## src/hw/link_stats_cfg.svh

```systemverilog
/*
  Constants for the link statistics block and its management controller.
  Assumes both ends and the bench include it by its bare name.
*/
// Overview of operation
// - Count good received packets, 48 bits, three parts
// - Good low read latches mid/high; read first
// - Good high read last, clears the counter
// - Count CRC errors, 48 bits, three parts
// - CRC low read freezes mid/high; read first
// - CRC high read last, clears the counter
// - Count transmitted packets, 48 bits, three parts
// - Transmit low read latches mid/high; read first
// - Transmit high read last, clears the counter
// - Count receive errors during data, 16 bits
// - Count receive errors during idle, 16 bits
// - Detect, correct, report polarity per pair
// - Pair 1 polarity valid after negotiation completes
// - Pairs 0, 2, 3 valid after link up
// - Report crossover of pairs 0/1 and 2/3
// - Read-only bits ignore writes
// - Write-only bits read unspecified, here zero
// - One-write-clears bits clear on written one
// - Any-write-clears bits clear on any write
// - Indirect access: address port, then read-data port
`ifndef LINK_STATS_CFG_SVH
`define LINK_STATS_CFG_SVH

// ----------------------------------------
// Primary register indexes
// ----------------------------------------
`define IDX_ADDR_PORT 5'h14
`define IDX_DATA_PORT 5'h15
`define IDX_MISC_CTL 5'h1b
`define IDX_WRAP_FLAGS 5'h1d

// ----------------------------------------
// Advanced register addresses
// ----------------------------------------
`define ADV_GOOD_LO 8'h00
`define ADV_GOOD_MID 8'h01
`define ADV_GOOD_HI 8'h02
`define ADV_CRC_LO 8'h03
`define ADV_CRC_MID 8'h04
`define ADV_CRC_HI 8'h05
`define ADV_TX_LO 8'h06
`define ADV_TX_MID 8'h07
`define ADV_TX_HI 8'h08
`define ADV_RXERR_DATA 8'h09
`define ADV_RXERR_IDLE 8'h0a
`define ADV_POLARITY 8'h0b
`define ADV_CROSSOVER 8'h0c

// ----------------------------------------
// Field positions and reset values
// ----------------------------------------
`define BAD_ADDR_BIT 0
`define CLR_RXERR_BIT 15
`define CNT48_RST 48'h0000_0000_0000
`define CNT16_RST 16'h0000

// ----------------------------------------
// Controller APB map and command fields
// ----------------------------------------
`define APB_CMD 12'h000
`define APB_STATUS 12'h004
`define APB_RD0 12'h008
`define APB_RD1 12'h00c
`define APB_RD2 12'h010
`define CMD_GO 0
`define CMD_WR 1
`define CMD_IND 2
`define CMD_TRIPLE 3
`define CMD_IDX_LSB 4
`define CMD_WDATA_LSB 16

`endif

```

## src/hw/link_stats_pkg.sv

```systemverilog
/*
  Types shared by the link statistics ends.
  Assumes nothing beyond a SystemVerilog compiler.
*/
package link_stats_pkg;
  typedef enum logic [1:0] {
    CTL_IDLE = 2'b00,
    CTL_PRIM = 2'b01,
    CTL_ADDR = 2'b10,
    CTL_DATA = 2'b11
  } ctl_state_t;
  typedef logic [15:0] mgmt_word_t;
endpackage

```

## src/hw/stats_mgmt_if.sv

```systemverilog
/*
  Register access link between management controller and statistics block.
  Assumes both ends share pclk; the link carries no clock itself.
*/
interface stats_mgmt_if;
  logic req;
  logic we;
  logic [4:0] idx;
  link_stats_pkg::mgmt_word_t wdata;
  link_stats_pkg::mgmt_word_t rdata;
  logic ack;
  modport dev (input req, input we, input idx, input wdata, output rdata, output ack);
  modport ctl (output req, output we, output idx, output wdata, input rdata, input ack);
endinterface

```

## src/hw/link_stats_dev.sv

```systemverilog
/*
  Statistics counters, polarity and crossover status, indirect register access.
  Assumes line events are one-cycle pulses synchronous to pclk.
*/
// Chosen here: the register addresses; the APB slave port belongs to link_stats_ctl.
`include "link_stats_cfg.svh"

module link_stats_dev (
  // Clock and reset
  input wire logic pclk,
  input wire logic presetn,
  // Management link
  stats_mgmt_if.dev mgmt,
  // Line events
  input wire logic good_pkt,
  input wire logic crc_err,
  input wire logic tx_pkt,
  input wire logic rx_err_data,
  input wire logic rx_err_idle,
  // Pair status
  input wire logic [3:0] pair_polarity_raw,
  input wire logic an_complete,
  input wire logic link_up,
  input wire logic [1:0] crossover_raw_a,
  input wire logic [1:0] crossover_raw_b,
  // Pair data
  input wire logic [3:0] pair_rx_bit,
  output logic [3:0] pair_rx_fixed
);

  // ----------------------------------------
  // Counter arithmetic
  // ----------------------------------------
  function automatic logic [47:0] next_count48(input logic [47:0] cur, input logic inc,
                                               input logic clr);
    next_count48 = clr ? {47'h0, inc} : cur + {47'h0, inc};
  endfunction

  function automatic logic [15:0] next_count16(input logic [15:0] cur, input logic inc,
                                               input logic clr);
    next_count16 = clr ? {15'h0, inc} : cur + {15'h0, inc};
  endfunction

  // ----------------------------------------
  // State
  // ----------------------------------------
  logic [47:0] good_cnt;
  logic [47:0] crc_cnt;
  logic [47:0] tx_cnt;
  logic [31:0] good_hold;
  logic [31:0] crc_hold;
  logic [31:0] tx_hold;
  logic [15:0] rxerr_data_cnt;
  logic [15:0] rxerr_idle_cnt;
  logic [15:0] adv_addr;
  logic [4:0] wrap_flags;
  logic bad_addr;
  logic [3:0] pol_flipped;
  logic [1:0] crossover_state_pairs_a;
  logic [1:0] crossover_state_pairs_b;
  logic [15:0] rdata_q;
  logic ack_q;

  // ----------------------------------------
  // Access decode
  // ----------------------------------------
  wire take = mgmt.req & ~mgmt.ack;
  wire wr = take & mgmt.we;
  wire rd = take & ~mgmt.we;
  wire rd_port = rd & (mgmt.idx == `IDX_DATA_PORT);
  wire wr_addr = wr & (mgmt.idx == `IDX_ADDR_PORT);
  wire wr_misc = wr & (mgmt.idx == `IDX_MISC_CTL);
  wire wr_wrap = wr & (mgmt.idx == `IDX_WRAP_FLAGS);
  wire [7:0] aa = adv_addr[7:0];
  wire adv_known = (adv_addr[15:8] == 8'h00) & (aa <= `ADV_CROSSOVER);
  wire rd_good_lo = rd_port & (adv_addr == {8'h00, `ADV_GOOD_LO});
  wire rd_good_hi = rd_port & (adv_addr == {8'h00, `ADV_GOOD_HI});
  wire rd_crc_lo = rd_port & (adv_addr == {8'h00, `ADV_CRC_LO});
  wire rd_crc_hi = rd_port & (adv_addr == {8'h00, `ADV_CRC_HI});
  wire rd_tx_lo = rd_port & (adv_addr == {8'h00, `ADV_TX_LO});
  wire rd_tx_hi = rd_port & (adv_addr == {8'h00, `ADV_TX_HI});
  wire clr_rxerr = wr_misc & mgmt.wdata[`CLR_RXERR_BIT];

  // ----------------------------------------
  // Pair status
  // ----------------------------------------
  wire pair0_polarity_flipped = pol_flipped[0] & link_up;
  wire pair1_polarity_flipped = pol_flipped[1] & an_complete;
  wire pair2_polarity_flipped = pol_flipped[2] & link_up;
  wire pair3_polarity_flipped = pol_flipped[3] & link_up;
  wire [3:0] polarity_word = {pair3_polarity_flipped, pair2_polarity_flipped,
                              pair1_polarity_flipped, pair0_polarity_flipped};

  // ----------------------------------------
  // Read selection
  // ----------------------------------------
  wire [15:0] adv_value =
    (aa == `ADV_GOOD_LO) ? good_cnt[15:0] :
    (aa == `ADV_GOOD_MID) ? good_hold[15:0] :
    (aa == `ADV_GOOD_HI) ? good_hold[31:16] :
    (aa == `ADV_CRC_LO) ? crc_cnt[15:0] :
    (aa == `ADV_CRC_MID) ? crc_hold[15:0] :
    (aa == `ADV_CRC_HI) ? crc_hold[31:16] :
    (aa == `ADV_TX_LO) ? tx_cnt[15:0] :
    (aa == `ADV_TX_MID) ? tx_hold[15:0] :
    (aa == `ADV_TX_HI) ? tx_hold[31:16] :
    (aa == `ADV_RXERR_DATA) ? rxerr_data_cnt :
    (aa == `ADV_RXERR_IDLE) ? rxerr_idle_cnt :
    (aa == `ADV_POLARITY) ? {12'h000, polarity_word} :
    (aa == `ADV_CROSSOVER) ? {12'h000, crossover_state_pairs_b, crossover_state_pairs_a} :
    16'h0000;
  wire [15:0] adv_read = adv_known ? adv_value : 16'h0000;
  // Write-only clear bit reads as zero
  wire [15:0] prim_value =
    (mgmt.idx == `IDX_ADDR_PORT) ? adv_addr :
    (mgmt.idx == `IDX_DATA_PORT) ? adv_read :
    (mgmt.idx == `IDX_MISC_CTL) ? {15'h0000, bad_addr} :
    (mgmt.idx == `IDX_WRAP_FLAGS) ? {11'h000, wrap_flags} :
    16'h0000;

  wire [4:0] wrap_set = {rx_err_idle & (&rxerr_idle_cnt), rx_err_data & (&rxerr_data_cnt),
                         tx_pkt & (&tx_cnt), crc_err & (&crc_cnt), good_pkt & (&good_cnt)};
  wire [4:0] wrap_clr = wr_wrap ? mgmt.wdata[4:0] : 5'h00;

  assign mgmt.rdata = rdata_q;
  assign mgmt.ack = ack_q;

  // ----------------------------------------
  // Management response
  // ----------------------------------------
  always_ff @(posedge pclk or negedge presetn) begin
    if (!presetn) begin
      ack_q <= 1'b0;
      rdata_q <= 16'h0000;
      adv_addr <= 16'h0000;
    end else begin
      ack_q <= take;
      if (rd) begin
        rdata_q <= prim_value;
      end
      if (wr_addr) begin
        adv_addr <= mgmt.wdata;
      end
    end
  end

  // ----------------------------------------
  // 48-bit counters and latches
  // ----------------------------------------
  always_ff @(posedge pclk or negedge presetn) begin
    if (!presetn) begin
      good_cnt <= `CNT48_RST;
      crc_cnt <= `CNT48_RST;
      tx_cnt <= `CNT48_RST;
      good_hold <= 32'h0000_0000;
      crc_hold <= 32'h0000_0000;
      tx_hold <= 32'h0000_0000;
    end else begin
      good_cnt <= next_count48(good_cnt, good_pkt, rd_good_hi);
      crc_cnt <= next_count48(crc_cnt, crc_err, rd_crc_hi);
      tx_cnt <= next_count48(tx_cnt, tx_pkt, rd_tx_hi);
      if (rd_good_lo) begin
        good_hold <= good_cnt[47:16];
      end
      if (rd_crc_lo) begin
        crc_hold <= crc_cnt[47:16];
      end
      if (rd_tx_lo) begin
        tx_hold <= tx_cnt[47:16];
      end
    end
  end

  // ----------------------------------------
  // 16-bit counters and flags
  // ----------------------------------------
  always_ff @(posedge pclk or negedge presetn) begin
    if (!presetn) begin
      rxerr_data_cnt <= `CNT16_RST;
      rxerr_idle_cnt <= `CNT16_RST;
      wrap_flags <= 5'h00;
      bad_addr <= 1'b0;
    end else begin
      rxerr_data_cnt <= next_count16(rxerr_data_cnt, rx_err_data, clr_rxerr);
      rxerr_idle_cnt <= next_count16(rxerr_idle_cnt, rx_err_idle, clr_rxerr);
      wrap_flags <= wrap_set | (wrap_flags & ~wrap_clr);
      bad_addr <= (rd_port & ~adv_known) | (bad_addr & ~wr_misc);
    end
  end

  // ----------------------------------------
  // Polarity and crossover status
  // ----------------------------------------
  // Data port and status registers have no write path
  always_ff @(posedge pclk or negedge presetn) begin
    if (!presetn) begin
      pol_flipped <= 4'h0;
      pair_rx_fixed <= 4'h0;
      crossover_state_pairs_a <= 2'h0;
      crossover_state_pairs_b <= 2'h0;
    end else begin
      pol_flipped <= pair_polarity_raw;
      pair_rx_fixed <= pair_rx_bit ^ pair_polarity_raw;
      crossover_state_pairs_a <= crossover_raw_a;
      crossover_state_pairs_b <= crossover_raw_b;
    end
  end

endmodule

```

## src/flat_wrapper.sv

```systemverilog
// flat-port wrapper written by rule: the top's interface ports become plain ports
module link_stats_dev_flat 
  (pclk, presetn, good_pkt, crc_err, tx_pkt, rx_err_data, rx_err_idle, pair_polarity_raw, an_complete, link_up, crossover_raw_a, crossover_raw_b, pair_rx_bit, pair_rx_fixed, mgmt_req, mgmt_we, mgmt_idx, mgmt_wdata, mgmt_rdata, mgmt_ack);
  stats_mgmt_if mgmt_i ();
  input wire logic pclk;
  input wire logic presetn;
  input wire logic good_pkt;
  input wire logic crc_err;
  input wire logic tx_pkt;
  input wire logic rx_err_data;
  input wire logic rx_err_idle;
  input wire logic [3:0] pair_polarity_raw;
  input wire logic an_complete;
  input wire logic link_up;
  input wire logic [1:0] crossover_raw_a;
  input wire logic [1:0] crossover_raw_b;
  input wire logic [3:0] pair_rx_bit;
  output logic [3:0] pair_rx_fixed;
  input wire logic [$bits(mgmt_i.req)-1:0] mgmt_req;
  input wire logic [$bits(mgmt_i.we)-1:0] mgmt_we;
  input wire logic [$bits(mgmt_i.idx)-1:0] mgmt_idx;
  input wire logic [$bits(mgmt_i.wdata)-1:0] mgmt_wdata;
  output wire logic [$bits(mgmt_i.rdata)-1:0] mgmt_rdata;
  output wire logic [$bits(mgmt_i.ack)-1:0] mgmt_ack;
  assign mgmt_i.req = mgmt_req;
  assign mgmt_i.we = mgmt_we;
  assign mgmt_i.idx = mgmt_idx;
  assign mgmt_i.wdata = mgmt_wdata;
  assign mgmt_rdata = mgmt_i.rdata;
  assign mgmt_ack = mgmt_i.ack;
  link_stats_dev u_core (.pclk(pclk), .presetn(presetn), .mgmt(mgmt_i), .good_pkt(good_pkt), .crc_err(crc_err), .tx_pkt(tx_pkt), .rx_err_data(rx_err_data), .rx_err_idle(rx_err_idle), .pair_polarity_raw(pair_polarity_raw), .an_complete(an_complete), .link_up(link_up), .crossover_raw_a(crossover_raw_a), .crossover_raw_b(crossover_raw_b), .pair_rx_bit(pair_rx_bit), .pair_rx_fixed(pair_rx_fixed));
endmodule
```

## config.mk

```make
export PLATFORM = sky130hd
export DESIGN_NAME = link_stats_dev_flat
export DESIGN_NICKNAME = d
export VERILOG_FILES = /design/src/hw/link_stats_pkg.sv /design/src/hw/stats_mgmt_if.sv /design/src/hw/link_stats_dev.sv /design/src/flat_wrapper.sv
export VERILOG_INCLUDE_DIRS = /design/src /design/src/hw
export SDC_FILE = /design/constraint.sdc
export NUM_CORES = 1
export LEC_CHECK = 0
export BUFFER_PORTS_ARGS = -buffer_cell sky130_fd_sc_hd__buf_2
export CAP_MARGIN = 10
export CORE_MARGIN = 4
export CORE_UTILIZATION = 30
export DETAILED_ROUTE_END_ITERATION = 8
export PLACE_DENSITY_LB_ADDON = 0.1
export SLEW_MARGIN = 20
export SYNTH_ARGS = -nofsm -noshare
export SYNTH_HDL_FRONTEND = slang
export SYNTH_SLANG_ARGS = --single-unit
```

## constraint.sdc

```tcl
create_clock -name pclk -period 2.7 [get_ports pclk]
set_input_delay 0.405 -clock pclk [delete_from_list [all_inputs] [get_ports pclk]]
set_output_delay 0.405 -clock pclk [all_outputs]
set_load 0.05 [all_outputs]
```

==> results of run 1 <==
cell type report:
cell class                 instances  area [um2]
fill                            5581       35200
multi-input combinational       1232        8180
sequential                       323        8090
clock buffer                      64        1290
timing repair buffer             162        1270
tap                              748         936
clock inverter                     8         154
inverter                          31         116
antenna                            1        2.50
per-layer routing:
layer  vias up  track usage (%)
met5         -                0
met1      6776             25.5
li1       6411                -
met2       278             29.7
met3        83             2.42
met4         0             5.52
worst paths after layout:
| path | cells after the start | slack [ps] | endpoint |
|---|---|---|---|
| max | 5 | 200 | u_core.crc_hold[23]$_DFFE_PN0P_ |
| max reg2reg | 5 | 200 | u_core.crc_hold[23]$_DFFE_PN0P_ |
| min reg2reg | 1 | 480 | u_core.good_hold[8]$_DFFE_PN0P_ |
| min in group asynchronous | 2 | 310 | u_core.good_cnt[7]$_DFF_PN0_ |
| max in group asynchronous | 3 | 1640 | u_core.tx_cnt[17]$_DFF_PN0_ |
| min | 3 | 70 | u_core.adv_addr[0]$_DFFE_PN0P_ |
registers in the layout, summed over array words and instances (netlist names):
name                            flops
u_core.mgmt.ack                     1
u_core.rxerr_idle_cnt              16
u_core.adv_addr                    16
u_core.rxerr_data_cnt              16
u_core.tx_hold                     32
u_core.mgmt.rdata                  16
u_core.crc_cnt                     48
u_core.crc_hold                    32
u_core.crossover_state_pairs_b      2
u_core.crossover_state_pairs_a      2
u_core.tx_cnt                      48
u_core.wrap_flags                   5
u_core.pair_rx_fixed                4
u_core.good_cnt                    48
u_core.good_hold                   32
u_core.bad_addr                     1
u_core.pol_flipped                  4
power by group:
group          switching, W  internal [W]
combinational       0.00121      0.000761
clock               0.00220       0.00366
sequential         0.000508       0.00516
logic make-up after synthesis:
logic type,count (synthesis),synth area share (%)
adder cells (fa/ha/maj),10,0.746
buffers and inverters,123,3.13
AND/OR/NAND/NOR,655,21.0
multiplexers,149,10.0
flip-flops,323,48.2
XOR/XNOR,108,5.64
AO/OA/AOI/OAI,310,11.3
through the flow:
| step | utilization, % | setup WS [ps] | instance area [um2] |
|---|---|---|---|
| 2_1_floorplan | - | 176 | 16800 |
| 3_3_place_gp | 33.4 | 238 | 18500 |
| 3_5_place_dp | 33.4 | 195 | 18500 |
| 4_1_cts | 36.3 | 193 | 20000 |
| 5_1_grt | 36.3 | 85.0 | 20000 |
| 6_report | 36.3 | 198 | 20000 |
cell usage after synthesis (4+ instances only):
cell,n
a21oi_1,86
a22oi_1,14
a31oi_1,4
a32oi_1,11
and2_1,16
and3_1,27
and4_1,25
buf_1,6
buf_2,14
buf_4,4
buf_6,4
clkbuf_1,64
dfrtp_1,323
ha_1,10
inv_1,29
mux2_2,127
mux2i_1,19
nand2_1,114
nand2b_1,4
nand3_1,112
nand4_1,53
nand4b_1,4
nor2_1,143
nor2b_1,24
nor3_1,22
nor4_1,13
o211ai_1,8
o21ai_0,96
o22ai_1,26
o2bb2ai_1,4
o31ai_1,29
or2_2,4
or3_1,31
or4_1,38
xnor2_1,44
xor2_1,64
timing repair:
item	in CTS	in global routing
endpoints found under the hold margin	33	0
gates resized for setup	0	0
hold buffers	13	0
cell usage in the layout (no fill, tap or decap), types with 24 or more instances in the layout:
| cell type | n |
|---|---|
| o31ai_1 | 29 |
| buf_2 | 63 |
| clkbuf_16 | 42 |
| and4_1 | 25 |
| nor2_1 | 143 |
| or4_1 | 38 |
| mux2_2 | 127 |
| nor2b_1 | 24 |
| xor2_1 | 64 |
| nand2_1 | 114 |
| nand4_1 | 53 |
| o21ai_0 | 96 |
| and3_1 | 27 |
| nand3_1 | 112 |
| o22ai_1 | 26 |
| a21oi_1 | 86 |
| buf_4 | 71 |
| xnor2_1 | 44 |
| or3_1 | 31 |
| inv_1 | 29 |
| dfrtp_1 | 322 |
worst max-delay path: stages, from the launching register on:
cell	delay [ps]
dfrtp_1	410
or4_1	570
or3_1	490
nor3_4	280
buf_12	230
mux2_2	360
==> metrics.cfg, run 1 <==
[status]
outcome = finished, final reports clean

[routing]
detail_route.wl_per_cell_um = 21.4
wl_met1_um = 25600
wl_met2_um = 25900
vias = 13500
avgViaCountPerCell = 5.27
routed_wl_um = 55000
first_pass_iters = 5
antenna_left = 0
drt_first_iter_violations = 1087
dr.max_layer_used = met4
met3WireLength_um = 2040
drc_errors = 0

[floorplanning]
core_area_mm2 = 0.0552
die_width_um = 244
rows = 86
ioPinCount = 65
die_area_mm2 = 0.0597
die_h_um = 244
start_util_pct = 30.4

[finish]
area_growth_syn_to_layout_pct = 19.5
finalNonFillerCells = 2569
drive_gt1_share_pct = 20.2
layout.nets = 1845

[sta]
setup_viol = 0
slew_headroom_pct = 56.7
finalCritPeriodShare_pct = 92.7
holdWs_ps = 72.1
skew_ps = 24.1
fin_tns_setup_ps = 0
max_freq_mhz = 400
hold_viol = 0
drv_slew = 0
tightestPinTransition_ps = 645
rsz0062_at_grt = no
final.min_clock_period_ps = 2500

[grt]
grt_usage_pct = 18.3
grt_pass1_wl_um = 85000
grt_overflow = 0
grt_pass1_vias = 13400
antenna_found_initial = 0
grt_max_degree = 74

[logic_synthesis]
yosysSeqAreaShare_pct = 48.2
yosysTopAreaCell = dfrtp_1
ys_ff_latch = 323
netlist_area_mm2 = 0.0168
synth_fp_nets = 1732
netlist_top_cells_area = dfrtp_1, mux2_2, nand3_1
synth_edf_count = 0
ys.flop_type = dfrtp_1
synth_cell_types = 71
synthArstFlopShare_pct = 100
syn_inst = 1678
synth_top_cell_area_share_pct = 48.2
avgSynthCellArea_um2 = 9.99
yosysWarnings = 0

[worst_hold_path]
hp-class = primary input to flip-flop
min_from = mgmt_wdata[0]

[placement]
numPortBuffers = 64
dp_hpwl_um = 40300
dp.cells = 2483
gp_congestion = 0.849

[pwr]
p_leak_nw = 8.71
power_w = 0.0135
ir_worst_vdd_mv = 0.432
p_per_area_mw_per_mm2 = 673

[clock_network]
cts_buffers = 41
clock_sinks = 323
cts_root_buffer = clkbuf_16
htreeDepth = 2
clock_latency_ps = 560
cts_setup_buffers = 0
clockBufferDepth = 3
cts_tree = yes
path_clk_slew_ps = 60

[setup_path]
crit_start = u_core.adv_addr[7]$_DFFE_PN0P_
cp-end-kind = flip-flop
start_kind = flip-flop
required_ps = 3130
worstSetupPathType = flip-flop to flip-flop
crit_arrival_ps = 2930
worstPathMaxFanout = 35
worstReg2RegStart = u_core.adv_addr[7]$_DFFE_PN0P_

[run]
maxCapViolations = 0

(Power assumes the default switching activity.)
==> inputs of run 2 (changes only) <==
--- a/config.mk
+++ b/config.mk
@@ -6,7 +6,7 @@
 export SDC_FILE = /design/constraint.sdc
 export NUM_CORES = 1
 export LEC_CHECK = 0
-export BUFFER_PORTS_ARGS = -buffer_cell sky130_fd_sc_hd__buf_2
+export BUFFER_PORTS_ARGS = -buffer_cell sky130_fd_sc_hd__buf_4
 export CAP_MARGIN = 10
 export CORE_MARGIN = 4
 export CORE_UTILIZATION = 30
==> metrics.cfg, run 2 (synthesis gave the netlist of run 1 again) <==
[status]
outcome = finished, final reports clean

[routing]
drt_first_iter_violations = 811  ; -25%
avgViaCountPerCell = 5.33  ; +1.1%
detail_route.wl_per_cell_um = 21.6  ; +0.90%
drc_errors = 0  ; unchanged
routed_wl_um = 55400  ; +0.70%
antenna_left = 0  ; unchanged
vias = 13700  ; +0.87%
first_pass_iters = 5  ; unchanged

[finish]
layout_common_cells = dfrtp_1, nor2_1, buf_4, mux2_2, nand2_1
layout.nets = 1847  ; +0.11%
drive_gt1_share_pct = 19.7  ; -0.55 points
layout_commonest_cell = dfrtp_1
design_area_mm2 = 0.0200  ; -0.42%
utilization_pct = 36.2  ; -0.15 points
num-fill-cells = 5530  ; -0.91%
top_regs = u_core.crc_cnt (48), u_core.good_cnt (48), u_core.tx_cnt (48)
area_growth_syn_to_layout_pct = 19.0

[floorplanning]
die_area_mm2 = 0.0597  ; unchanged
rows = 86  ; unchanged
start_util_pct = 30.4  ; unchanged
die_width_um = 244  ; unchanged
die_h_um = 244  ; unchanged
ioPinCount = 65  ; unchanged
core_area_mm2 = 0.0552  ; unchanged

[placement]
numPortBuffers = 64  ; unchanged
gp_congestion = 0.843  ; -0.71%
dpl_cell_area_mm2 = 0.0186  ; +0.80%
dp_hpwl_um = 40500  ; +0.55%

[clock_network]
cts_root_buffer = clkbuf_16
clockBufferDepth = 3  ; unchanged
clock_sinks = 323  ; unchanged
cts_buffers = 41  ; unchanged
clock_latency_ps = 570  ; about the same
htreeDepth = 2  ; unchanged
path_clk_slew_ps = 60  ; about the same
cts_tree = yes
cts_setup_buffers = 0  ; unchanged

[setup_path]
cp-end-kind = flip-flop
rr_worst_depth = 5  ; unchanged
worstPathCellList = and4_4 > nand3_1 > or3_1 > or4_1 > a21oi_1
required_ps = 3170  ; +40 ps
start_kind = flip-flop
worstPathMaxFanout = 21  ; -40%
crit_arrival_ps = 2980  ; +50 ps
crit_path_top_delay_cell = or3_1
worstSetupPathType = flip-flop to flip-flop
max_stage_delay_ps = 740  ; +170 ps

[pwr]
p_per_area_mw_per_mm2 = 643  ; -4.5%
power_w = 0.0128  ; -4.9%
ir_worst_vdd_mv = 0.395  ; -8.6%
p_leak_nw = 8.64  ; -0.82%

[grt]
grt_usage_pct = 18.4  ; +0.14 points
antenna_found_initial = 1  ; +1
grt_pass1_vias = 13600  ; +1.3%
grt_overflow = 0  ; unchanged
grt_max_degree = 65  ; -12%
grt_pass1_wl_um = 85700  ; +0.84%

[sta]
rsz0062_at_grt = no
slew_headroom_pct = 51.3  ; -5.4 points
holdWs_ps = 59.9  ; -12.2 ps
hold_viol = 0  ; unchanged
drv_slew = 0  ; unchanged
setup_viol = 0  ; unchanged
final.min_clock_period_ps = 2510  ; +5.80 ps
max_freq_mhz = 399  ; -0.23%
finalCritPeriodShare_pct = 92.9  ; +0.21 points
fin_tns_setup_ps = 0  ; unchanged
tightestPinTransition_ps = 721  ; +75.9 ps
skew_ps = 24.8  ; +0.712 ps

[worst_hold_path]
hp-class = primary input to flip-flop
holdPathStages = 3  ; unchanged

[run]
maxCapViolations = 0  ; unchanged

-- run 2: power by group --
group | switching [W] | total [W] | internal (W)
Combinational | 0.00117 | 0.00196 | 0.000792
Clock | 0.00215 | 0.00518 | 0.00303
Sequential | 0.000530 | 0.00569 | 0.00516
Total | 0.00385 | 0.0128 | 0.00898
-- run 2: per-stage QoR --
step	std cells	worst slack, ps
4_1_cts	2563	191
6_report	2564	192
3_3_place_gp	2485	236
2_1_floorplan	1678	176
5_1_grt	2563	45.3
3_5_place_dp	2485	210
-- run 2: final timing paths --
| path | start | endpoint | slack, ps |
|---|---|---|---|
| max | u_core.crc_cnt[5]$_DFF_PN0_ | u_core.crc_cnt[43]$_DFF_PN0_ | 190 |
| min | mgmt_wdata[0] | u_core.adv_addr[0]$_DFFE_PN0P_ | 60 |
| max reg2reg | u_core.crc_cnt[5]$_DFF_PN0_ | u_core.crc_cnt[43]$_DFF_PN0_ | 190 |
| min reg2reg | u_core.good_hold[8]$_DFFE_PN0P_ | u_core.good_hold[8]$_DFFE_PN0P_ | 500 |
| max in group asynchronous | presetn | u_core.tx_cnt[24]$_DFF_PN0_ | 1570 |
| min in group asynchronous | presetn | u_core.good_cnt[20]$_DFF_PN0_ | 380 |
-- run 2: metal layers --
layer  part of all wire [%]  vias to the layer above  wire [um]  global-route usage, %
li1                       -                     6396          -                      -
met1                     46                     6879      25200                   25.3
met2                     47                      297      26000                   29.6
met3                    4.3                       94       2380                   2.99
met4                    3.3                        0       1820                   6.34
met5                      0                        -          0                      0
-- run 2: final cells by class --
type | count | area, um2 | share of cell area (%)
clock buffers | 59 | 1150 | 5.78
clock inverters | 6 | 62.6 | 0.313
diodes | 1 | 2.50 | 0.0125
flip-flops and latches | 323 | 8090 | 40.5
multi-input cells | 1232 | 8180 | 41.0
repair buffers | 164 | 1420 | 7.12
inverters | 31 | 116 | 0.583
well taps | 748 | 936 | 4.69
-- run 2: repair_timing --
action                                  in CTS  in global routing
resized for setup                            0                  0
endpoints found under the setup margin       0                  0
endpoints found under the hold margin       55                  0
hold buffers                                13                  0
-- run 2: critical path: cells and delay by family (launching register included) --
| family | cells | cell delay (ps) |
|---|---|---|
| compound gates | 1 | 150 |
| flops | 1 | 440 |
| simple gates | 4 | 1820 |
==> inputs of run 3 (changes only) <==
--- a/config.mk
+++ b/config.mk
@@ -8,8 +8,11 @@
 export LEC_CHECK = 0
 export BUFFER_PORTS_ARGS = -buffer_cell sky130_fd_sc_hd__buf_4
 export CAP_MARGIN = 10
+export CELL_PAD_IN_SITES_DETAIL_PLACEMENT = 0
+export CELL_PAD_IN_SITES_GLOBAL_PLACEMENT = 1
 export CORE_MARGIN = 4
 export CORE_UTILIZATION = 30
+export CTS_BUF_LIST = sky130_fd_sc_hd__clkbuf_4
 export DETAILED_ROUTE_END_ITERATION = 8
 export PLACE_DENSITY_LB_ADDON = 0.1
 export SLEW_MARGIN = 20
==> metrics.cfg, run 3 (synthesis gave the netlist of run 1 again) <==
[status]
outcome = finished, final reports clean

[finish]
utilization_pct = 36.6  ; +0.43 points
layout.nets = 1932  ; +4.6%
drive_gt1_share_pct = 23.2  ; +3.6 points
area_growth_syn_to_layout_pct = 20.5
layout_commonest_cell = dfrtp_1
multiInputGateArea_mm2 = 0.00819  ; about the same
layout_common_cells = dfrtp_1, nor2_1, buf_4, clkbuf_4, mux2_2
num-fill-cells = 5781  ; +4.5%
regArea_mm2 = 0.00809  ; unchanged
top_regs = u_core.crc_cnt (48), u_core.good_cnt (48), u_core.tx_cnt (48)
design_area_mm2 = 0.0202  ; +1.2%

[grt]
grt_overflow = 0  ; unchanged
antenna_found_initial = 2  ; +1
grt_max_degree = 60  ; -7.7%
grt_pass1_wl_um = 89100  ; +4.0%
grt_usage_pct = 19.3  ; +0.92 points
grt_pass1_vias = 14200  ; +4.4%

[sta]
slew_headroom_pct = 53.8  ; +2.4 points
holdWs_ps = 82.5  ; +22.6 ps
final.min_clock_period_ps = 2560  ; +53.4 ps
rsz0062_at_grt = no
max_freq_mhz = 390  ; -2.1%
fin_tns_setup_ps = 0  ; unchanged
skew_ps = 65.4  ; +40.6 ps
hold_viol = 0  ; unchanged
setup_viol = 0  ; unchanged
finalCritPeriodShare_pct = 94.9  ; +2.0 points
drv_slew = 0  ; unchanged
tightestPinTransition_ps = 688  ; -32.2 ps

[floorplanning]
rows = 86  ; unchanged
start_util_pct = 30.4  ; unchanged
die_h_um = 244  ; unchanged
core_area_mm2 = 0.0552  ; unchanged
die_width_um = 244  ; unchanged
die_area_mm2 = 0.0597  ; unchanged
ioPinCount = 65  ; unchanged

[setup_path]
start_kind = flip-flop
worstSetupPathType = flip-flop to flip-flop
rr_worst_depth = 5  ; unchanged
worstReg2RegStart = u_core.adv_addr[6]$_DFFE_PN0P_
rr_endpoint = u_core.good_hold[30]$_DFFE_PN0P_
required_ps = 3380  ; +210 ps
worstPathMaxFanout = 32  ; +52%
r2r_setup_slack_ps = 140  ; -50 ps
crit_arrival_ps = 3250  ; +270 ps
cp-end-kind = flip-flop

[placement]
dp_hpwl_um = 42100  ; +3.7%
numPortBuffers = 64  ; unchanged
dpl_cell_area_mm2 = 0.0186  ; about the same
gp_congestion = 0.874  ; +3.6%

[clock_network]
clock_sinks = 323  ; unchanged
clock_latency_ps = 860  ; +290 ps
cts_root_buffer = clkbuf_4
cts_tree = yes
cts_setup_buffers = 0  ; unchanged
cts_resized = 0  ; unchanged
cts_buffers = 98  ; +140%
htreeDepth = 3  ; +1
clockBufferDepth = 3  ; unchanged
path_clk_slew_ps = 70  ; about the same

[pwr]
power_w = 0.0124  ; -3.0%
p_per_area_mw_per_mm2 = 616  ; -4.2%
ir_worst_vdd_mv = 0.297  ; -25%
p_leak_nw = 8.85  ; +2.5%

[run]
maxCapViolations = 0  ; unchanged

[worst_hold_path]
hp-class = primary input to async pin

[routing]
antenna_left = 0  ; unchanged
avgViaCountPerCell = 5.16  ; -3.3%
dr.max_layer_used = met4
detail_route.wl_per_cell_um = 21.3  ; -1.4%
wl_met2_um = 27800  ; +7.2%
drc_errors = 0  ; unchanged
routed_wl_um = 57300  ; +3.5%
met3WireLength_um = 2190  ; -7.9%
drt_first_iter_violations = 911  ; +12%
wl_met1_um = 25900  ; +2.6%
first_pass_iters = 5  ; unchanged
vias = 13900  ; +1.6%

==> run 3: final cells by class <==
type / instances / area share (%)
diodes: 4 / 0.0496
well taps: 748 / 4.63
repair buffers: 192 / 8.26
flip-flops and latches: 323 / 40.0
clock buffers: 138 / 5.13
clock inverters: 24 / 0.768
inverters: 31 / 0.576
multi-input cells: 1232 / 40.5
==> run 3: worst max-delay path, stage by stage (launching register included) <==
cell     delay, ps
dfrtp_1        410
or4_1          560
or3_1          530
nor3_4         280
buf_12         240
mux2_2         360
==> run 3: metrics by stage <==
step | worst slack (ps) | std cells
2_1_floorplan | 176 | 1678
3_3_place_gp | 229 | 2488
3_5_place_dp | 176 | 2488
4_1_cts | 132 | 2688
5_1_grt | 85.1 | 2692
6_report | 139 | 2692
==> run 3: worst max path at each step <==
| stage | start | to | slack (ps) | depth (start not counted) |
|---|---|---|---|---|
| after floorplan | u_core.mgmt.ack$_DFF_PN0_ | u_core.crc_cnt[17]$_DFF_PN0_ | 180 | 6 |
| after global placement | u_core.adv_addr[7]$_DFFE_PN0P_ | u_core.good_hold[30]$_DFFE_PN0P_ | 230 | 5 |
| after detailed placement | u_core.adv_addr[7]$_DFFE_PN0P_ | u_core.good_hold[10]$_DFFE_PN0P_ | 180 | 5 |
| after CTS | u_core.adv_addr[6]$_DFFE_PN0P_ | u_core.good_hold[24]$_DFFE_PN0P_ | 130 | 5 |
| after global routing | u_core.adv_addr[6]$_DFFE_PN0P_ | u_core.good_hold[28]$_DFFE_PN0P_ | 90 | 5 |
| final | u_core.adv_addr[6]$_DFFE_PN0P_ | u_core.good_hold[30]$_DFFE_PN0P_ | 140 | 5 |
==> run 3: where the power goes <==
part | leakage (nW) | total [W] | internal [W] | switching (W)
clock | 0.700 | 0.00474 | 0.00251 | 0.00223
combinational | 3.81 | 0.00202 | 0.000810 | 0.00121
sequential | 4.34 | 0.00568 | 0.00516 | 0.000524
total | 8.85 | 0.0124 | 0.00848 | 0.00396
==> run 3: repair_timing <==
action / CTS / global route
hold endpoints to repair: 364 / 0
hold buffers: 38 / 0
setup endpoints to repair: 0 / 0
==> run 3: layer usage <==
layer | global-route usage, % | up-vias
li1 | - | 6602
met3 | 3.41 | 103
met4 | 5.89 | 0
met5 | 0 | -
met2 | 32.0 | 285
met1 | 25.9 | 6888
